$ cat config.mk
export PLATFORM = sky130hd
export DESIGN_NAME = oar_core
export DESIGN_NICKNAME = d
export VERILOG_FILES = /design/src/oar_pkg.sv /design/src/oar_core.sv /design/src/oar_addr_regs.sv /design/src/oar_repeat_ctrl.sv
export SDC_FILE = /design/constraint.sdc
export NUM_CORES = 1
export LEC_CHECK = 0
export CORE_AREA = 5 5 244 246
export CTS_CLUSTER_SIZE = 8
export DETAILED_ROUTE_END_ITERATION = 16
export DIE_AREA = 0 0 249 251
export DONT_BUFFER_PORTS = 1
export PLACE_DENSITY_LB_ADDON = 0.1
export SKIP_LAST_GASP = 1
export SYNTH_ARGS = -nofsm -noshare
export SYNTH_HDL_FRONTEND = slang
export SYNTH_SLANG_ARGS = --single-unit
$ cat constraint.sdc
create_clock -name i_clock -period 11 [get_ports i_clock]
set_input_delay 2.2 -clock i_clock [delete_from_list [all_inputs] [get_ports i_clock]]
set_output_delay 2.2 -clock i_clock [all_outputs]
set_load 0.02 [all_outputs]
$ cat src/oar_pkg.sv
// constants, encodings and states shared by the operand address and repeat logic
package oar_pkg;
	localparam int WORD_W      = 16;
	localparam int DP_W        = 9;
	localparam int DIRECT_W    = 7;
	localparam int NUM_AR      = 8;
	localparam int ARP_W       = 3;
	localparam int SHORT_IMM_W = 8;
	localparam int KIND_W      = 3;

	// instruction word fields
	localparam int OPC_MSB     = 15;
	localparam int OPC_LSB     = 12;
	localparam int KIND_MSB    = 10;
	localparam int KIND_LSB    = 8;
	localparam int IND_BIT     = 7;
	localparam int MOD_MSB     = 6;
	localparam int MOD_LSB     = 4;
	localparam int ARP_LD_BIT  = 3;
	localparam int ARP_VAL_MSB = 2;

	// opcode classes (top nibble)
	localparam logic [3:0] OPC_NOP        = 4'h0;
	localparam logic [3:0] OPC_LOAD_DP    = 4'h1;
	localparam logic [3:0] OPC_LOAD_ARP   = 4'h2;
	localparam logic [3:0] OPC_LOAD_AR    = 4'h3;
	localparam logic [3:0] OPC_ADD_SHORT  = 4'h4;
	localparam logic [3:0] OPC_ADD_LONG   = 4'h5;
	localparam logic [3:0] OPC_LOAD_MEM   = 4'h6;
	localparam logic [3:0] OPC_RPT_SHORT  = 4'h7;
	localparam logic [3:0] OPC_RPT_MEM    = 4'h8;
	localparam logic [3:0] OPC_MULTI      = 4'h9;

	// kinds of the multicycle class, reported on each iteration
	localparam logic [2:0] KIND_MULTIPLY_ACCUMULATE_OP      = 3'h0;
	localparam logic [2:0] KIND_MULTIPLY_ACCUMULATE_MOVE_OP = 3'h1;
	localparam logic [2:0] KIND_DATA_BLOCK_MOVE_OP          = 3'h2;
	localparam logic [2:0] KIND_PROGRAM_TO_DATA_MOVE_OP     = 3'h3;
	localparam logic [2:0] KIND_IO_TRANSFER_OP              = 3'h4;
	localparam logic [2:0] KIND_TABLE_READ_OP               = 3'h5;
	localparam logic [2:0] KIND_TABLE_WRITE_OP              = 3'h6;

	// indirect modification codes
	localparam logic [2:0] MOD_NONE    = 3'h0;
	localparam logic [2:0] MOD_DEC     = 3'h1;
	localparam logic [2:0] MOD_INC     = 3'h2;
	localparam logic [2:0] MOD_SUB_AR0 = 3'h3;
	localparam logic [2:0] MOD_ADD_AR0 = 3'h4;
	localparam logic [2:0] MOD_REV_DEC = 3'h5;
	localparam logic [2:0] MOD_REV_INC = 3'h6;

	// reset values
	localparam logic [15:0] PC_RST  = 16'h0000;
	localparam logic [8:0]  DP_RST  = 9'h000;
	localparam logic [2:0]  ARP_RST = 3'h0;
	localparam logic [15:0] AR_RST  = 16'h0000;
	localparam logic [15:0] RPT_RST = 16'h0000;

	// data addresses at or above this limit go out over the shared lines
	localparam logic [15:0] INTERNAL_DATA_LIMIT = 16'h0400;
	// a multicycle op alone costs this many cycles, counted from decode
	localparam int          MULTI_CYCLES        = 3;
	localparam logic [1:0]  MULTI_PAD           = 2'(MULTI_CYCLES - 2);

	typedef enum logic [1:0] {ST_DECODE, ST_LONG, ST_DATA, ST_MULTI} oar_state_e;
endpackage

$ cat src/oar_core.sv
// operand address generation, immediate decode, prefetch and repeat control
module oar_core (
	input  wire logic        i_clock,
	input  wire logic        i_rst,
	input  wire logic        i_prog_ready,
	input  wire logic [15:0] i_prog_word,
	input  wire logic        i_data_ready,
	input  wire logic [15:0] i_data_rdata,
	output logic      [15:0] o_prog_addr,
	output logic             o_prog_rd,
	output logic      [15:0] o_data_addr,
	output logic             o_data_rd,
	output logic             o_data_external,
	output logic      [15:0] o_operand,
	output logic             o_operand_valid,
	output logic             o_multi_iter,
	output logic      [2:0]  o_multi_kind,
	output logic             o_int_mask,
	output logic      [15:0] o_repeat_counter,
	output logic      [8:0]  o_page_pointer,
	output logic      [2:0]  o_addr_reg_selector
);
	oar_pkg::oar_state_e state_reg;
	oar_pkg::oar_state_e state_next;

	logic [15:0] pc_reg;
	logic        pend_reg;
	logic        pf_valid_reg;
	logic [15:0] pf_word_reg;
	logic [15:0] ir_reg;
	logic [8:0]  dp_reg;
	logic [1:0]  pad_reg;
	logic        rpt_pend_reg;
	logic [15:0] iss_left_reg;
	logic [15:0] prog_addr_reg;
	logic        prog_rd_reg;
	logic [15:0] data_addr_reg;
	logic        data_rd_reg;
	logic        data_ext_reg;
	logic [15:0] operand_reg;
	logic        operand_valid_reg;
	logic        multi_iter_reg;
	logic [2:0]  multi_kind_reg;
	logic        int_mask_reg;
	logic [15:0] rpt_cnt_reg;
	logic [2:0]  arp_out_reg;

	wire [2:0]  arp_now;
	wire [15:0] cur_ar;
	wire [15:0] rpt_cnt;
	wire        rpt_active;

	// decode always looks at the word being decoded, or the held word later on
	wire        at_decode  = (state_reg == oar_pkg::ST_DECODE) && pf_valid_reg;
	wire        at_long    = (state_reg == oar_pkg::ST_LONG) && pf_valid_reg;
	wire [15:0] cur_word   = (state_reg == oar_pkg::ST_DECODE) ? pf_word_reg : ir_reg;
	wire [3:0]  opc        = cur_word[oar_pkg::OPC_MSB:oar_pkg::OPC_LSB];
	wire        ind        = cur_word[oar_pkg::IND_BIT];
	wire [2:0]  mod_code   = cur_word[oar_pkg::MOD_MSB:oar_pkg::MOD_LSB];
	wire        arp_ld_bit = cur_word[oar_pkg::ARP_LD_BIT];
	wire [2:0]  imm3       = cur_word[oar_pkg::ARP_VAL_MSB:0];
	wire [2:0]  kind       = cur_word[oar_pkg::KIND_MSB:oar_pkg::KIND_LSB];

	wire is_mem    = (opc == oar_pkg::OPC_LOAD_MEM) || (opc == oar_pkg::OPC_RPT_MEM)
		|| (opc == oar_pkg::OPC_MULTI);
	wire is_target = (opc == oar_pkg::OPC_LOAD_MEM) || (opc == oar_pkg::OPC_MULTI);
	wire is_long   = (opc == oar_pkg::OPC_ADD_LONG) || (opc == oar_pkg::OPC_LOAD_AR);
	wire is_multi  = (opc == oar_pkg::OPC_MULTI);

	wire [15:0] direct_addr = {dp_reg, cur_word[oar_pkg::DIRECT_W-1:0]};
	wire [15:0] oper_addr   = ind ? cur_ar : direct_addr;

	// data handshake and the repeat pipeline
	wire data_done    = (state_reg == oar_pkg::ST_DATA) && i_data_ready;
	// repeated reads go out every cycle without waiting for the previous answer;
	// an external read is waited for, since the shared lines carry one at a time
	wire again        = (state_reg == oar_pkg::ST_DATA) && rpt_active && is_target
		&& (iss_left_reg != 16'h0000) && (!data_ext_reg || i_data_ready);
	wire more         = rpt_active && is_target && (rpt_cnt != 16'h0000);
	wire issue_rd     = (at_decode && is_mem) || again;
	wire rpt_step     = data_done && rpt_active && is_target;
	wire rpt_clear    = at_decode && rpt_active && !is_target;
	wire rpt_ld_short = at_decode && (opc == oar_pkg::OPC_RPT_SHORT);
	wire rpt_ld_mem   = data_done && (opc == oar_pkg::OPC_RPT_MEM);
	wire rpt_ld       = rpt_ld_short || rpt_ld_mem;
	wire [15:0] rpt_val = rpt_ld_mem ? i_data_rdata
		: {8'h00, cur_word[oar_pkg::SHORT_IMM_W-1:0]};

	// the address register unit sees only accesses made indirectly
	wire mod_en   = issue_rd && ind;
	wire arp_ld   = (mod_en && arp_ld_bit) || (at_decode && opc == oar_pkg::OPC_LOAD_ARP);
	wire ar_load  = at_long && (opc == oar_pkg::OPC_LOAD_AR);

	// prefetch: one buffered word, refilled as soon as it is used
	wire consume   = at_decode || at_long;
	wire issue_pf  = !pend_reg && (!pf_valid_reg || consume);
	wire pf_arrive = pend_reg && i_prog_ready;

	// short immediates come from the word itself, long from the next word
	wire        imm_short = at_decode && (opc == oar_pkg::OPC_ADD_SHORT);
	wire        imm_long  = at_long && (opc == oar_pkg::OPC_ADD_LONG);
	wire        op_out    = imm_short || imm_long || (data_done && is_target);
	wire [15:0] op_val    = imm_short ? {8'h00, cur_word[oar_pkg::SHORT_IMM_W-1:0]}
		: (imm_long ? pf_word_reg : i_data_rdata);

	// interrupts stay held from the repeat decode until the last iteration retires
	wire mask_next = rpt_ld_short || (at_decode && opc == oar_pkg::OPC_RPT_MEM)
		|| rpt_pend_reg || (rpt_active && !(rpt_step && rpt_cnt == 16'h0000)
		&& !rpt_clear);

	oar_addr_regs u_addr_regs (
		.i_clock             (i_clock),
		.i_rst               (i_rst),
		.i_mod_en            (mod_en),
		.i_mod               (mod_code),
		.i_arp_load          (arp_ld),
		.i_arp_val           (imm3),
		.i_load_en           (ar_load),
		.i_load_idx          (ir_reg[oar_pkg::ARP_VAL_MSB:0]),
		.i_load_val          (pf_word_reg),
		.o_addr_reg_selector (arp_now),
		.o_cur_ar            (cur_ar)
	);

	oar_repeat_ctrl u_repeat (
		.i_clock          (i_clock),
		.i_rst            (i_rst),
		.i_load           (rpt_ld),
		.i_load_val       (rpt_val),
		.i_step           (rpt_step),
		.i_clear          (rpt_clear),
		.o_repeat_counter (rpt_cnt),
		.o_active         (rpt_active)
	);

	localparam bit MULTI_PAD_NZ = (oar_pkg::MULTI_PAD != 2'h0);

	// next state; an operand read waits on ready, so external data costs cycles
	always_comb
	begin
		state_next = state_reg;
		unique case (state_reg)
			oar_pkg::ST_DECODE:
			begin
				if (pf_valid_reg && is_long)
					state_next = oar_pkg::ST_LONG;
				else if (pf_valid_reg && is_mem)
					state_next = oar_pkg::ST_DATA;
			end
			oar_pkg::ST_LONG:
			begin
				if (pf_valid_reg)
					state_next = oar_pkg::ST_DECODE;
			end
			oar_pkg::ST_DATA:
			begin
				if (i_data_ready && !more)
				begin
					if (is_multi && !rpt_active && MULTI_PAD_NZ)
						state_next = oar_pkg::ST_MULTI;
					else
						state_next = oar_pkg::ST_DECODE;
				end
			end
			oar_pkg::ST_MULTI:
			begin
				if (pad_reg == 2'h1)
					state_next = oar_pkg::ST_DECODE;
			end
		endcase
	end

	always_ff @(posedge i_clock)
	begin
		if (i_rst)
		begin
			state_reg    <= oar_pkg::ST_DECODE;
			pc_reg       <= oar_pkg::PC_RST;
			pend_reg     <= 1'b0;
			pf_valid_reg <= 1'b0;
			pf_word_reg  <= 16'h0000;
			ir_reg       <= 16'h0000;
		end
		else
		begin
			state_reg <= state_next;
			if (issue_pf)
				pc_reg <= pc_reg + 16'h0001;
			pend_reg <= issue_pf | (pend_reg & ~i_prog_ready);
			if (pf_arrive)
			begin
				pf_valid_reg <= 1'b1;
				pf_word_reg  <= i_prog_word;
			end
			else if (consume)
				pf_valid_reg <= 1'b0;
			if (at_decode)
				ir_reg <= pf_word_reg;
		end
	end

	always_ff @(posedge i_clock)
	begin
		if (i_rst)
		begin
			dp_reg       <= oar_pkg::DP_RST;
			pad_reg      <= 2'h0;
			rpt_pend_reg <= 1'b0;
			iss_left_reg <= 16'h0000;
		end
		else
		begin
			if (at_decode)
				iss_left_reg <= (rpt_active && is_target) ? rpt_cnt : 16'h0000;
			else if (again)
				iss_left_reg <= iss_left_reg - 16'h0001;
			if (at_decode && opc == oar_pkg::OPC_LOAD_DP)
				dp_reg <= cur_word[oar_pkg::DP_W-1:0];
			if (data_done && is_multi && !rpt_active)
				pad_reg <= oar_pkg::MULTI_PAD;
			else if (state_reg == oar_pkg::ST_MULTI)
				pad_reg <= pad_reg - 2'h1;
			rpt_pend_reg <= (at_decode && opc == oar_pkg::OPC_RPT_MEM)
				|| (rpt_pend_reg && !rpt_ld_mem);
		end
	end

	// every output is a flop
	always_ff @(posedge i_clock)
	begin
		if (i_rst)
		begin
			prog_addr_reg     <= 16'h0000;
			prog_rd_reg       <= 1'b0;
			data_addr_reg     <= 16'h0000;
			data_rd_reg       <= 1'b0;
			data_ext_reg      <= 1'b0;
			operand_reg       <= 16'h0000;
			operand_valid_reg <= 1'b0;
			multi_iter_reg    <= 1'b0;
			multi_kind_reg    <= 3'h0;
			int_mask_reg      <= 1'b0;
			rpt_cnt_reg       <= oar_pkg::RPT_RST;
			arp_out_reg       <= oar_pkg::ARP_RST;
		end
		else
		begin
			prog_rd_reg <= issue_pf;
			if (issue_pf)
				prog_addr_reg <= pc_reg;
			data_rd_reg <= issue_rd;
			if (issue_rd)
			begin
				data_addr_reg <= oper_addr;
				data_ext_reg  <= (oper_addr >= oar_pkg::INTERNAL_DATA_LIMIT);
			end
			operand_valid_reg <= op_out;
			if (op_out)
				operand_reg <= op_val;
			multi_iter_reg <= data_done && is_multi;
			if (data_done && is_multi)
				multi_kind_reg <= kind;
			int_mask_reg <= mask_next;
			rpt_cnt_reg  <= rpt_ld ? rpt_val : (rpt_step && rpt_cnt != 16'h0000)
				? rpt_cnt - 16'h0001 : rpt_cnt;
			arp_out_reg  <= arp_ld ? imm3 : arp_now;
		end
	end

	assign o_prog_addr         = prog_addr_reg;
	assign o_prog_rd           = prog_rd_reg;
	assign o_data_addr         = data_addr_reg;
	assign o_data_rd           = data_rd_reg;
	assign o_data_external     = data_ext_reg;
	assign o_operand           = operand_reg;
	assign o_operand_valid     = operand_valid_reg;
	assign o_multi_iter        = multi_iter_reg;
	assign o_multi_kind        = multi_kind_reg;
	assign o_int_mask          = int_mask_reg;
	assign o_repeat_counter    = rpt_cnt_reg;
	assign o_page_pointer      = dp_reg;
	assign o_addr_reg_selector = arp_out_reg;
endmodule

$ cat src/oar_addr_regs.sv
// eight indirect address registers, their selector and the per-access modification
module oar_addr_regs (
	input  wire logic        i_clock,
	input  wire logic        i_rst,
	input  wire logic        i_mod_en,
	input  wire logic [2:0]  i_mod,
	input  wire logic        i_arp_load,
	input  wire logic [2:0]  i_arp_val,
	input  wire logic        i_load_en,
	input  wire logic [2:0]  i_load_idx,
	input  wire logic [15:0] i_load_val,
	output logic      [2:0]  o_addr_reg_selector,
	output logic      [15:0] o_cur_ar
);
	logic [2:0]  arp_reg;
	logic [15:0] ar_view [oar_pkg::NUM_AR];
	logic [15:0] modded;
	logic [15:0] rev_cur;
	logic [15:0] rev_ar0;

	function automatic logic [15:0] rev16(input logic [15:0] v);
		logic [15:0] r;
		r = 16'h0000;
		for (int k = 0; k < 16; k++)
			r[k] = v[15 - k];
		return r;
	endfunction

	assign o_addr_reg_selector = arp_reg;
	assign o_cur_ar            = ar_view[arp_reg];
	assign rev_cur             = rev16(o_cur_ar);
	assign rev_ar0             = rev16(ar_view[0]);

	// bit-reversed stepping carries from the msb downward, as fft indexing needs
	always_comb
	begin
		unique case (i_mod)
			oar_pkg::MOD_DEC:     modded = o_cur_ar - 16'h0001;
			oar_pkg::MOD_INC:     modded = o_cur_ar + 16'h0001;
			oar_pkg::MOD_SUB_AR0: modded = o_cur_ar - ar_view[0];
			oar_pkg::MOD_ADD_AR0: modded = o_cur_ar + ar_view[0];
			oar_pkg::MOD_REV_DEC: modded = rev16(rev_cur - rev_ar0);
			oar_pkg::MOD_REV_INC: modded = rev16(rev_cur + rev_ar0);
			default:              modded = o_cur_ar;
		endcase
	end

	genvar g;
	generate
		for (g = 0; g < oar_pkg::NUM_AR; g++)
		begin : g_ar
			logic [15:0] val_reg;
			wire         hit_load = i_load_en && (i_load_idx == 3'(g));
			wire         hit_mod  = i_mod_en && (arp_reg == 3'(g));
			assign ar_view[g] = val_reg;
			always_ff @(posedge i_clock)
			begin
				if (i_rst)
					val_reg <= oar_pkg::AR_RST;
				else if (hit_load)
					val_reg <= i_load_val;
				else if (hit_mod)
					val_reg <= modded;
			end
		end
	endgenerate

	// the selector changes only after the access has used the old register
	always_ff @(posedge i_clock)
	begin
		if (i_rst)
			arp_reg <= oar_pkg::ARP_RST;
		else if (i_arp_load)
			arp_reg <= i_arp_val;
	end
endmodule

$ cat src/oar_repeat_ctrl.sv
// repeat counter: loaded by the repeat op, stepped once per completed iteration
module oar_repeat_ctrl (
	input  wire logic        i_clock,
	input  wire logic        i_rst,
	input  wire logic        i_load,
	input  wire logic [15:0] i_load_val,
	input  wire logic        i_step,
	input  wire logic        i_clear,
	output logic      [15:0] o_repeat_counter,
	output logic             o_active
);
	logic [15:0] cnt_reg;
	logic        act_reg;

	assign o_repeat_counter = cnt_reg;
	assign o_active         = act_reg;

	// a count of n gives n further iterations after the first, n + 1 in all
	always_ff @(posedge i_clock)
	begin
		if (i_rst)
		begin
			cnt_reg <= oar_pkg::RPT_RST;
			act_reg <= 1'b0;
		end
		else if (i_load)
		begin
			cnt_reg <= i_load_val;
			act_reg <= 1'b1;
		end
		else if (i_clear || (i_step && cnt_reg == 16'h0000))
			act_reg <= 1'b0;
		else if (i_step)
			cnt_reg <= cnt_reg - 16'h0001;
	end
endmodule

### Yosys cells after proc, flatten, opt, wreduce, memory -nomap -nowiden

Index checks and enable logic that the tools add are counted.

| storage, ports and cells | value |
|---|---|
| logic and storage cells | 235 |
| bits of input ports | 36 |
| flip-flop bits (word level) | 301 |
| output and inout port bits | 85 |

| cells by class | value |
|---|---|
| $lt $le $gt $ge | 2 |
| add/sub/neg operators | 10 |
| reductions and logical operators | 102 |
| equal/unequal tests | 38 |
| bitwise logic cells | 4 |
| mux-type cells | 46 |

Operators with widths:

| kind | count |
|---|---|
| two-way mux 16 bit | 31 |
| case mux 16 bit (6 select lines) | 1 |
| logical AND 1 bit | 54 |
| binary-select mux 16 bit (select 3 bit) | 1 |
| subtractor 16 x 1 -> 16 bit, second input constant | 3 |
| equality test 3 bit, second input constant | 11 |
| adder 16 x 1 -> 16 bit, second input constant | 2 |
| adder 16 bit | 2 |
| nonzero test 16 bit | 2 |
| subtractor 16 bit | 2 |
| nonzero test 2 bit | 13 |
| equality test 3 x 2 -> 1 bit, second input constant | 6 |
| logical OR 1 bit | 17 |
| equality test 4 x 3 -> 1 bit, second input constant | 4 |
| greater-or-equal comparator 16 x 11 -> 1 bit, second input constant | 1 |
| logical NOT 16 bit | 1 |
| two-way mux 2 bit | 6 |
| equality test 3 x 1 -> 1 bit, second input constant | 3 |
| logical NOT 1 bit | 9 |
| equality test 4 x 2 -> 1 bit, second input constant | 2 |
| equality test 4 bit, second input constant | 2 |
| case mux 2 bit (4 select lines) | 1 |
| logical NOT 3 bit | 2 |
| two-way mux 1 bit | 6 |
| other kinds (16) | 20 |

### Longest topological paths before layout

| logic depth | value |
|---|---|
| word-level depth | 12 |
| mapped depth | 21 |
| depth with buffers taken out | 18 |

### Cells and area by module

Synthesis repeated with hierarchy kept, for this count alone.

| unflattened totals | value |
|---|---|
| cells, all modules | 2284 |
| area total of the unflattened synthesis | 18791.8 um^2 |

By module, submodules not included:

| module | sequential area each (um^2) | cells each | area each (um^2) | times used |
|---|---|---|---|---|
| oar_addr_regs | 2622.5 | 1246 | 10008.3 | 1 |
| oar_core | 3103.0 | 899 | 7681.1 | 1 |
| oar_repeat_ctrl | 340.3 | 139 | 1102.3 | 1 |

### Worst setup path before layout

Ideal clock, no wire load.

| timing | value |
|---|---|
| path kind | register -> register |
| from | reg u_addr_regs.arp_reg[1], in the netlist u_addr_regs.o_addr_reg_selector[1] |
| to | reg u_addr_regs.g_ar[1].val_reg[0] |
| period minus slack after synthesis | 4472 ps |
| cell stages (with the launch flop) | 17 |
| setup time | 148 ps |
| path slack | 6528 ps |
| path buffers | 3 |
| arrival | 4325 ps |
| required time | 10852 ps |
| cells stage by stage | dfxtp_1 -> buf_2 -> buf_2 -> clkbuf_1 -> mux4_2 -> mux2i_1 -> inv_1 -> ha_1 -> o21a_1 -> o31ai_1 -> a211oi_1 -> o2111ai_1 -> a311o_1 -> mux2i_1 -> nand2_1 -> o31ai_1 -> o32ai_1 |

| between the ends | value |
|---|---|
| word-level cells in the longest chain between the ends | 8 |
| elaborated cells between the ends (all ways) | 16 |
| classes of those cells | add/sub: 6; eq/ne: 1; mux: 6; bitwise: 1; reduce/logical: 2 |

Ends and longest elaborated chain:

| element | RTL line | text |
|---|---|---|
| start, declared | oar_addr_regs.sv:15 | `logic [2:0] arp_reg;` |
| start signal, assigned | oar_addr_regs.sv:72 | `arp_reg <= oar_pkg::ARP_RST;` |
| start signal, assigned | oar_addr_regs.sv:74 | `arp_reg <= i_arp_val;` |
| inverter 3 -> 4 bit (not written as such) | oar_addr_regs.sv:30 | `assign o_cur_ar = ar_view[arp_reg];` |
| binary-select mux 16 bit (select 3 bit) | oar_addr_regs.sv:30 |  |
| two-way mux 16 bit (not written as such) (2 in series) | oar_addr_regs.sv:30 |  |
| adder 16 bit, or another cell as far along | oar_addr_regs.sv:43 | `oar_pkg::MOD_REV_INC: modded = rev16(rev_cur + rev_ar0);` |
| case mux 16 bit (6 select lines) | oar_addr_regs.sv:37 | `unique case (i_mod)` |
| two-way mux 16 bit | oar_addr_regs.sv:62 | `else if (hit_mod)` |
| two-way mux 16 bit | oar_addr_regs.sv:60 | `else if (hit_load)` |
| end signal, assigned | oar_addr_regs.sv:59 | `val_reg <= oar_pkg::AR_RST;` |
| end signal, assigned | oar_addr_regs.sv:61 | `val_reg <= i_load_val;` |
| end signal, assigned | oar_addr_regs.sv:63 | `val_reg <= modded;` |
| end, declared | oar_addr_regs.sv:52 | `logic [15:0] val_reg;` |

Parallel ways exist; a longest one is shown, timed or not. The select of a mux whose other input is x is not followed.
A chain may end at the register's enable or synchronous reset.

### Final worst setup path

| timing | value |
|---|---|
| from | reg state_reg[1] |
| to | reg u_addr_regs.g_ar[0].val_reg[13] |

| between the ends | value |
|---|---|
| word-level cells in the longest chain between the ends | 11 |
| elaborated cells between the ends (all ways) | 33 |
| classes of those cells | eq/ne: 12; mux: 4; reduce/logical: 17 |

Ends and longest elaborated chain:

| element | RTL line | text |
|---|---|---|
| start, declared | oar_core.sv:23 | `oar_pkg::oar_state_e state_reg;` |
| start signal, assigned | oar_core.sv:177 | `state_reg <= oar_pkg::ST_DECODE;` |
| start signal, assigned | oar_core.sv:186 | `state_reg <= state_next;` |
| logical NOT 2 bit | oar_core.sv:54, oar_core.sv:56 |  |
| two-way mux 16 bit | oar_core.sv:56 | `wire [15:0] cur_word = (state_reg == oar_pkg::ST_DECODE) ? pf_word_reg : ir_reg;` |
| equality test 4 x 3 -> 1 bit or equality test 4 bit (tied branches) | oar_core.sv:64, oar_core.sv:66, oar_core.sv:65 |  |
| logical OR 1 bit | oar_core.sv:66 | `wire is_target = (opc == oar_pkg::OPC_LOAD_MEM) \|\| (opc == oar_pkg::OPC_MULTI);` |
| logical AND 1 bit | oar_core.sv:77 | `wire again = (state_reg == oar_pkg::ST_DATA) && rpt_active && is_target` |
| logical AND 1 bit (2 in series) | oar_core.sv:78 | `&& (iss_left_reg != 16'h0000) && (!data_ext_reg \|\| i_data_ready);` |
| logical OR 1 bit | oar_core.sv:80 | `wire issue_rd = (at_decode && is_mem) \|\| again;` |
| logical AND 1 bit | oar_core.sv:90 | `wire mod_en = issue_rd && ind;` |
| logical AND 1 bit | oar_addr_regs.sv:54 | `wire hit_mod = i_mod_en && (arp_reg == 3'(g));` |
| nonzero test 2 bit (no line) | n/a |  |
| end signal, assigned | oar_addr_regs.sv:59 |  |
| end signal, assigned | oar_addr_regs.sv:61 |  |
| end signal, assigned | oar_addr_regs.sv:63 |  |
| end, declared | oar_addr_regs.sv:52 |  |

Parallel ways exist; a longest one is shown, timed or not. The select of a mux whose other input is x is not followed.

==> flow_metrics.env <==
export IMPL_status="complete, no violations"
export IMPL_fmax_mhz=172.0
export IMPL_clk_latency_ns=0.57
export IMPL_ctsResizeCount=0
export IMPL_ant_nets=0
export IMPL_synth_distinct_cells=89
export IMPL_cts_buffers_inserted=44
export IMPL_portBuffers=0
export IMPL_met2_usage_pct=31.86
export IMPL_synth_adder_area_share_pct=4.181
export IMPL_synth_top_area_cell="dfxtp_1"
export IMPL_grt_pass1_wl_um=99390
export IMPL_antenna_cells=0
export IMPL_synth_top_family_by_area="compound AO/OA/AOI/OAI gates"
export IMPL_die_w_um=249
export IMPL_final_util_pct=33.05
export IMPL_worstMarginPinSlew_ns=1.245
export IMPL_hold_buffers=0
export IMPL_die_y_um=251
export IMPL_final_setup_tns_ns=0
export IMPL_routed_wirelength_um=66810
export IMPL_drt_iter0_markers=1261
export IMPL_synth_top_cells_by_area="dfxtp_1 35%, a21oi_1 6.7%, nand2_1 5.7%"
export IMPL_power_frac_comb_pct=6.1
export IMPL_htree_levels=2
export IMPL_grtUsageMet3_pct=3.797
export IMPL_p_sw_w=0.0006316
export IMPL_clock_path_buffers=3
export IMPL_leakage_nw=6.571
export IMPL_p_seq_share_pct=44.2
export IMPL_cts_setup_buffers=0
export IMPL_cts_sinks=300
export IMPL_path_class="reg2reg"
export IMPL_slew_headroom_pct=16.30
export IMPL_start_kind="register"
export IMPL_synthFlopType="dfxtp_1"
export IMPL_setup_viol=0
export IMPL_internal_power_w=0.001895
export IMPL_finalWeightedCongestion=0.8358
export IMPL_final_max_slew_violation_count=0
export IMPL_skew_ns=0.01857
export IMPL_seq_area_frac_synth_pct=35.45
export IMPL_fin_crit_sh_pct=52.85
export IMPL_path_clk_slew_ns=0.05
export IMPL_drive_gt1_share_pct=10.06
export IMPL_largest_register_ffs=128
export IMPL_grt_max_degree=302
export IMPL_cts_tree="built"
export IMPL_cts_root_buffer="clkbuf_16"
export IMPL_avgSynthCellArea_um2=8.320
export IMPL_pin_count=121
export IMPL_hold_class="reg2reg"
export IMPL_gr_usage_met1_pct=28.59
export IMPL_regArea_um2=6010
export IMPL_fin_ws_ns=5.186
export IMPL_multi_input_area_um2=10220
export IMPL_p_sw_share_pct=25.00
export IMPL_end_kind="register"
export IMPL_netlist_area_leader_share_pct=35.45
export IMPL_syn_num_nets=2126
export IMPL_grt_pass1_vias=15064
export IMPL_wl_per_cell_um=24.26
export IMPL_gr_total_overflow=0
export IMPL_p_clk_share_pct=49.7
export IMPL_num_rows=88
export IMPL_cp_arrival_ns=6.20
export IMPL_drc=0
export IMPL_drt_pass1_iter_count=5
export IMPL_finalHoldViolations=0
export IMPL_synthArstFlopShare_pct=0
export IMPL_die_area_um2=62500
export IMPL_critPathMaxFanout=28
export IMPL_num_nets_final=2071
export IMPL_num_vias=15784
export IMPL_dp_hpwl_um=46010
export IMPL_required_ns=11.39
export IMPL_antenna_found_initial=0
export IMPL_core_area_um2=57140
export IMPL_grt_usage_pct=20.26
export IMPL_synth_simple_area_share_pct=18.50
export IMPL_synth_edf_count=0
export IMPL_pre_cts_ws_ns=5.298
export IMPL_busiest_layer="met2"
export IMPL_synthXorXnorAreaFrac_pct=3.516
export IMPL_ys_warnings_count=0
export IMPL_synth_area_um2=16940
export IMPL_cap_violations=0
export IMPL_initial_core_util_pct=29.64
export IMPL_hold_slack_ns=0.4521
export IMPL_period_needed_ns=5.814
export IMPL_power_density_nw_per_um2=133.7
export IMPL_muxShareOfSynthArea_pct=7.763
export IMPL_area_delta_synth_final_pct=11.50
export IMPL_peakVddDrop_mv=0.09985
export IMPL_vias_per_cell=5.731
export IMPL_synthCells=2036
export IMPL_nFillCells=5977
export IMPL_ys_ff_latch=300
export IMPL_synth_compound_area_share_pct=26.11
export IMPL_rsz0062_at_grt="false"
-- per-stage QoR --
| step | total power (W) | cell area, µm² | instances |
|---|---|---|---|
| floorplan | 0.001248 | 16940 | 2036 |
| global placement | 0.001290 | 17660 | 2700 |
| detailed placement | 0.001290 | 17660 | 2700 |
| CTS | 0.002561 | 18890 | 2754 |
| global route | 0.002621 | 18890 | 2754 |
| finish | 0.002526 | 18890 | 2754 |
-- Yosys cell counts, drive strengths merged (6+ instances only) --
| library cell | number |
|---|---|
| inv | 46 |
| nand4 | 14 |
| or3 | 16 |
| o2bb2ai | 9 |
| nor2 | 187 |
| a221oi | 6 |
| and3 | 9 |
| ha | 51 |
| a31o | 8 |
| mux2 | 19 |
| a211oi | 20 |
| nand3 | 16 |
| a22oi | 128 |
| and2 | 9 |
| a21oi | 228 |
| buf | 29 |
| nor4 | 16 |
| o221ai | 6 |
| nand2 | 257 |
| clkbuf | 112 |
| a22o | 6 |
| o31ai | 14 |
| mux4 | 32 |
| o32ai | 8 |
| xnor2 | 38 |
| a31oi | 12 |
| mux2i | 38 |
| o21a | 16 |
| xor2 | 30 |
| nor3 | 50 |
| o211ai | 19 |
| o22ai | 79 |
| dfxtp | 300 |
| nor4b | 10 |
| a21o | 12 |
| or2 | 8 |
| nand2b | 22 |
| o21ai | 68 |
| nor2b | 20 |
-- path summary, 6_finish.rpt --
| check | from | end | slack [ns] | cells after the start |
|---|---|---|---|---|
| max | state_reg[1] | u_addr_regs.g_ar[0].val_reg[13] | 5.19 | 15 |
| min reg2reg | ir_reg[3] | ir_reg[3] | 0.45 | 2 |
| max reg2reg | state_reg[1] | u_addr_regs.g_ar[0].val_reg[13] | 5.19 | 15 |
| min | ir_reg[3] | ir_reg[3] | 0.45 | 2 |
-- power by group through the flow --
stage	Clock, W	Sequential (W)	Combinational, W
finish	0.00126	0.00112	0.000154
global route	0.00134	0.00112	0.000167
CTS	0.00129	0.00112	0.000152
detailed placement	0	0.00114	0.000151
global placement	0	0.00114	0.000151
floorplan	0	0.00112	0.000123
-- placed cells by master (no fill, tap or decap), drive strengths merged, types with 8 or more instances in the layout --
cell type,n
xnor2,38
buf,40
inv,46
dfxtp,300
nor3,50
o32ai,8
nand2b,22
nor4b,10
nor2b,20
xor2,30
o21a,16
ha,51
or3,16
o2bb2ai,9
a21o,12
o31ai,14
and3,9
mux2,19
a31oi,12
clkbuf,50
nor2,187
nand3,16
mux4,32
nor4,16
a211oi,20
o21ai,68
o211ai,19
a31o,8
a21oi,228
o22ai,79
mux2i,38
or2,8
a22oi,128
and2,9
nand2,257
nand4,14
-- cell type report --
type                            count  share of cell area [%]
Multi-Input combinational cell   1549                   54.12
Sequential cell                   300                   31.82
Clock buffer                       50                   6.061
Tap cell                          765                   5.068
Timing Repair Buffer               40                   1.590
Inverter                           46                  0.9142
Clock inverter                      4                  0.4306
-- routing by layer --
| metal | vias up | routed length, µm | share of wire [%] |
|---|---|---|---|
| li1 | 7401 | - | - |
| met1 | 7808 | 31130 | 47 |
| met2 | 502 | 30110 | 45 |
| met3 | 73 | 3936 | 5.9 |
| met4 | 0 | 1628 | 2.4 |
| met5 | - | 0 | 0 |
-- cell families (layout without fill, tap and decap cells) --
group | after synthesis | count (layout)
XOR/XNOR | 68 | 68
AND/OR/NAND/NOR | 657 | 657
multiplexers | 89 | 89
adder cells (fa/ha/maj) | 55 | 55
flip-flops | 300 | 300
AO/OA/AOI/OAI | 680 | 680
buffers and inverters | 187 | 140
-- worst max-delay path, stage by stage, from the launching register on --
cell and delay (ns):
dfxtp_1 0.71, nor2_4 0.06, buf_4 0.26, mux2_2 0.62, nand3_1 0.66, o21ai_0 0.28, a21oi_1 0.12, ha_1 0.37
a21o_1 0.23, a221oi_1 0.43, a31oi_1 0.22, a21oi_1 0.27, xnor2_1 0.15, nor2_1 0.05, a221oi_1 0.96, o22ai_1 0.19
No activity file was read; power rests on OpenSTA's default activity.
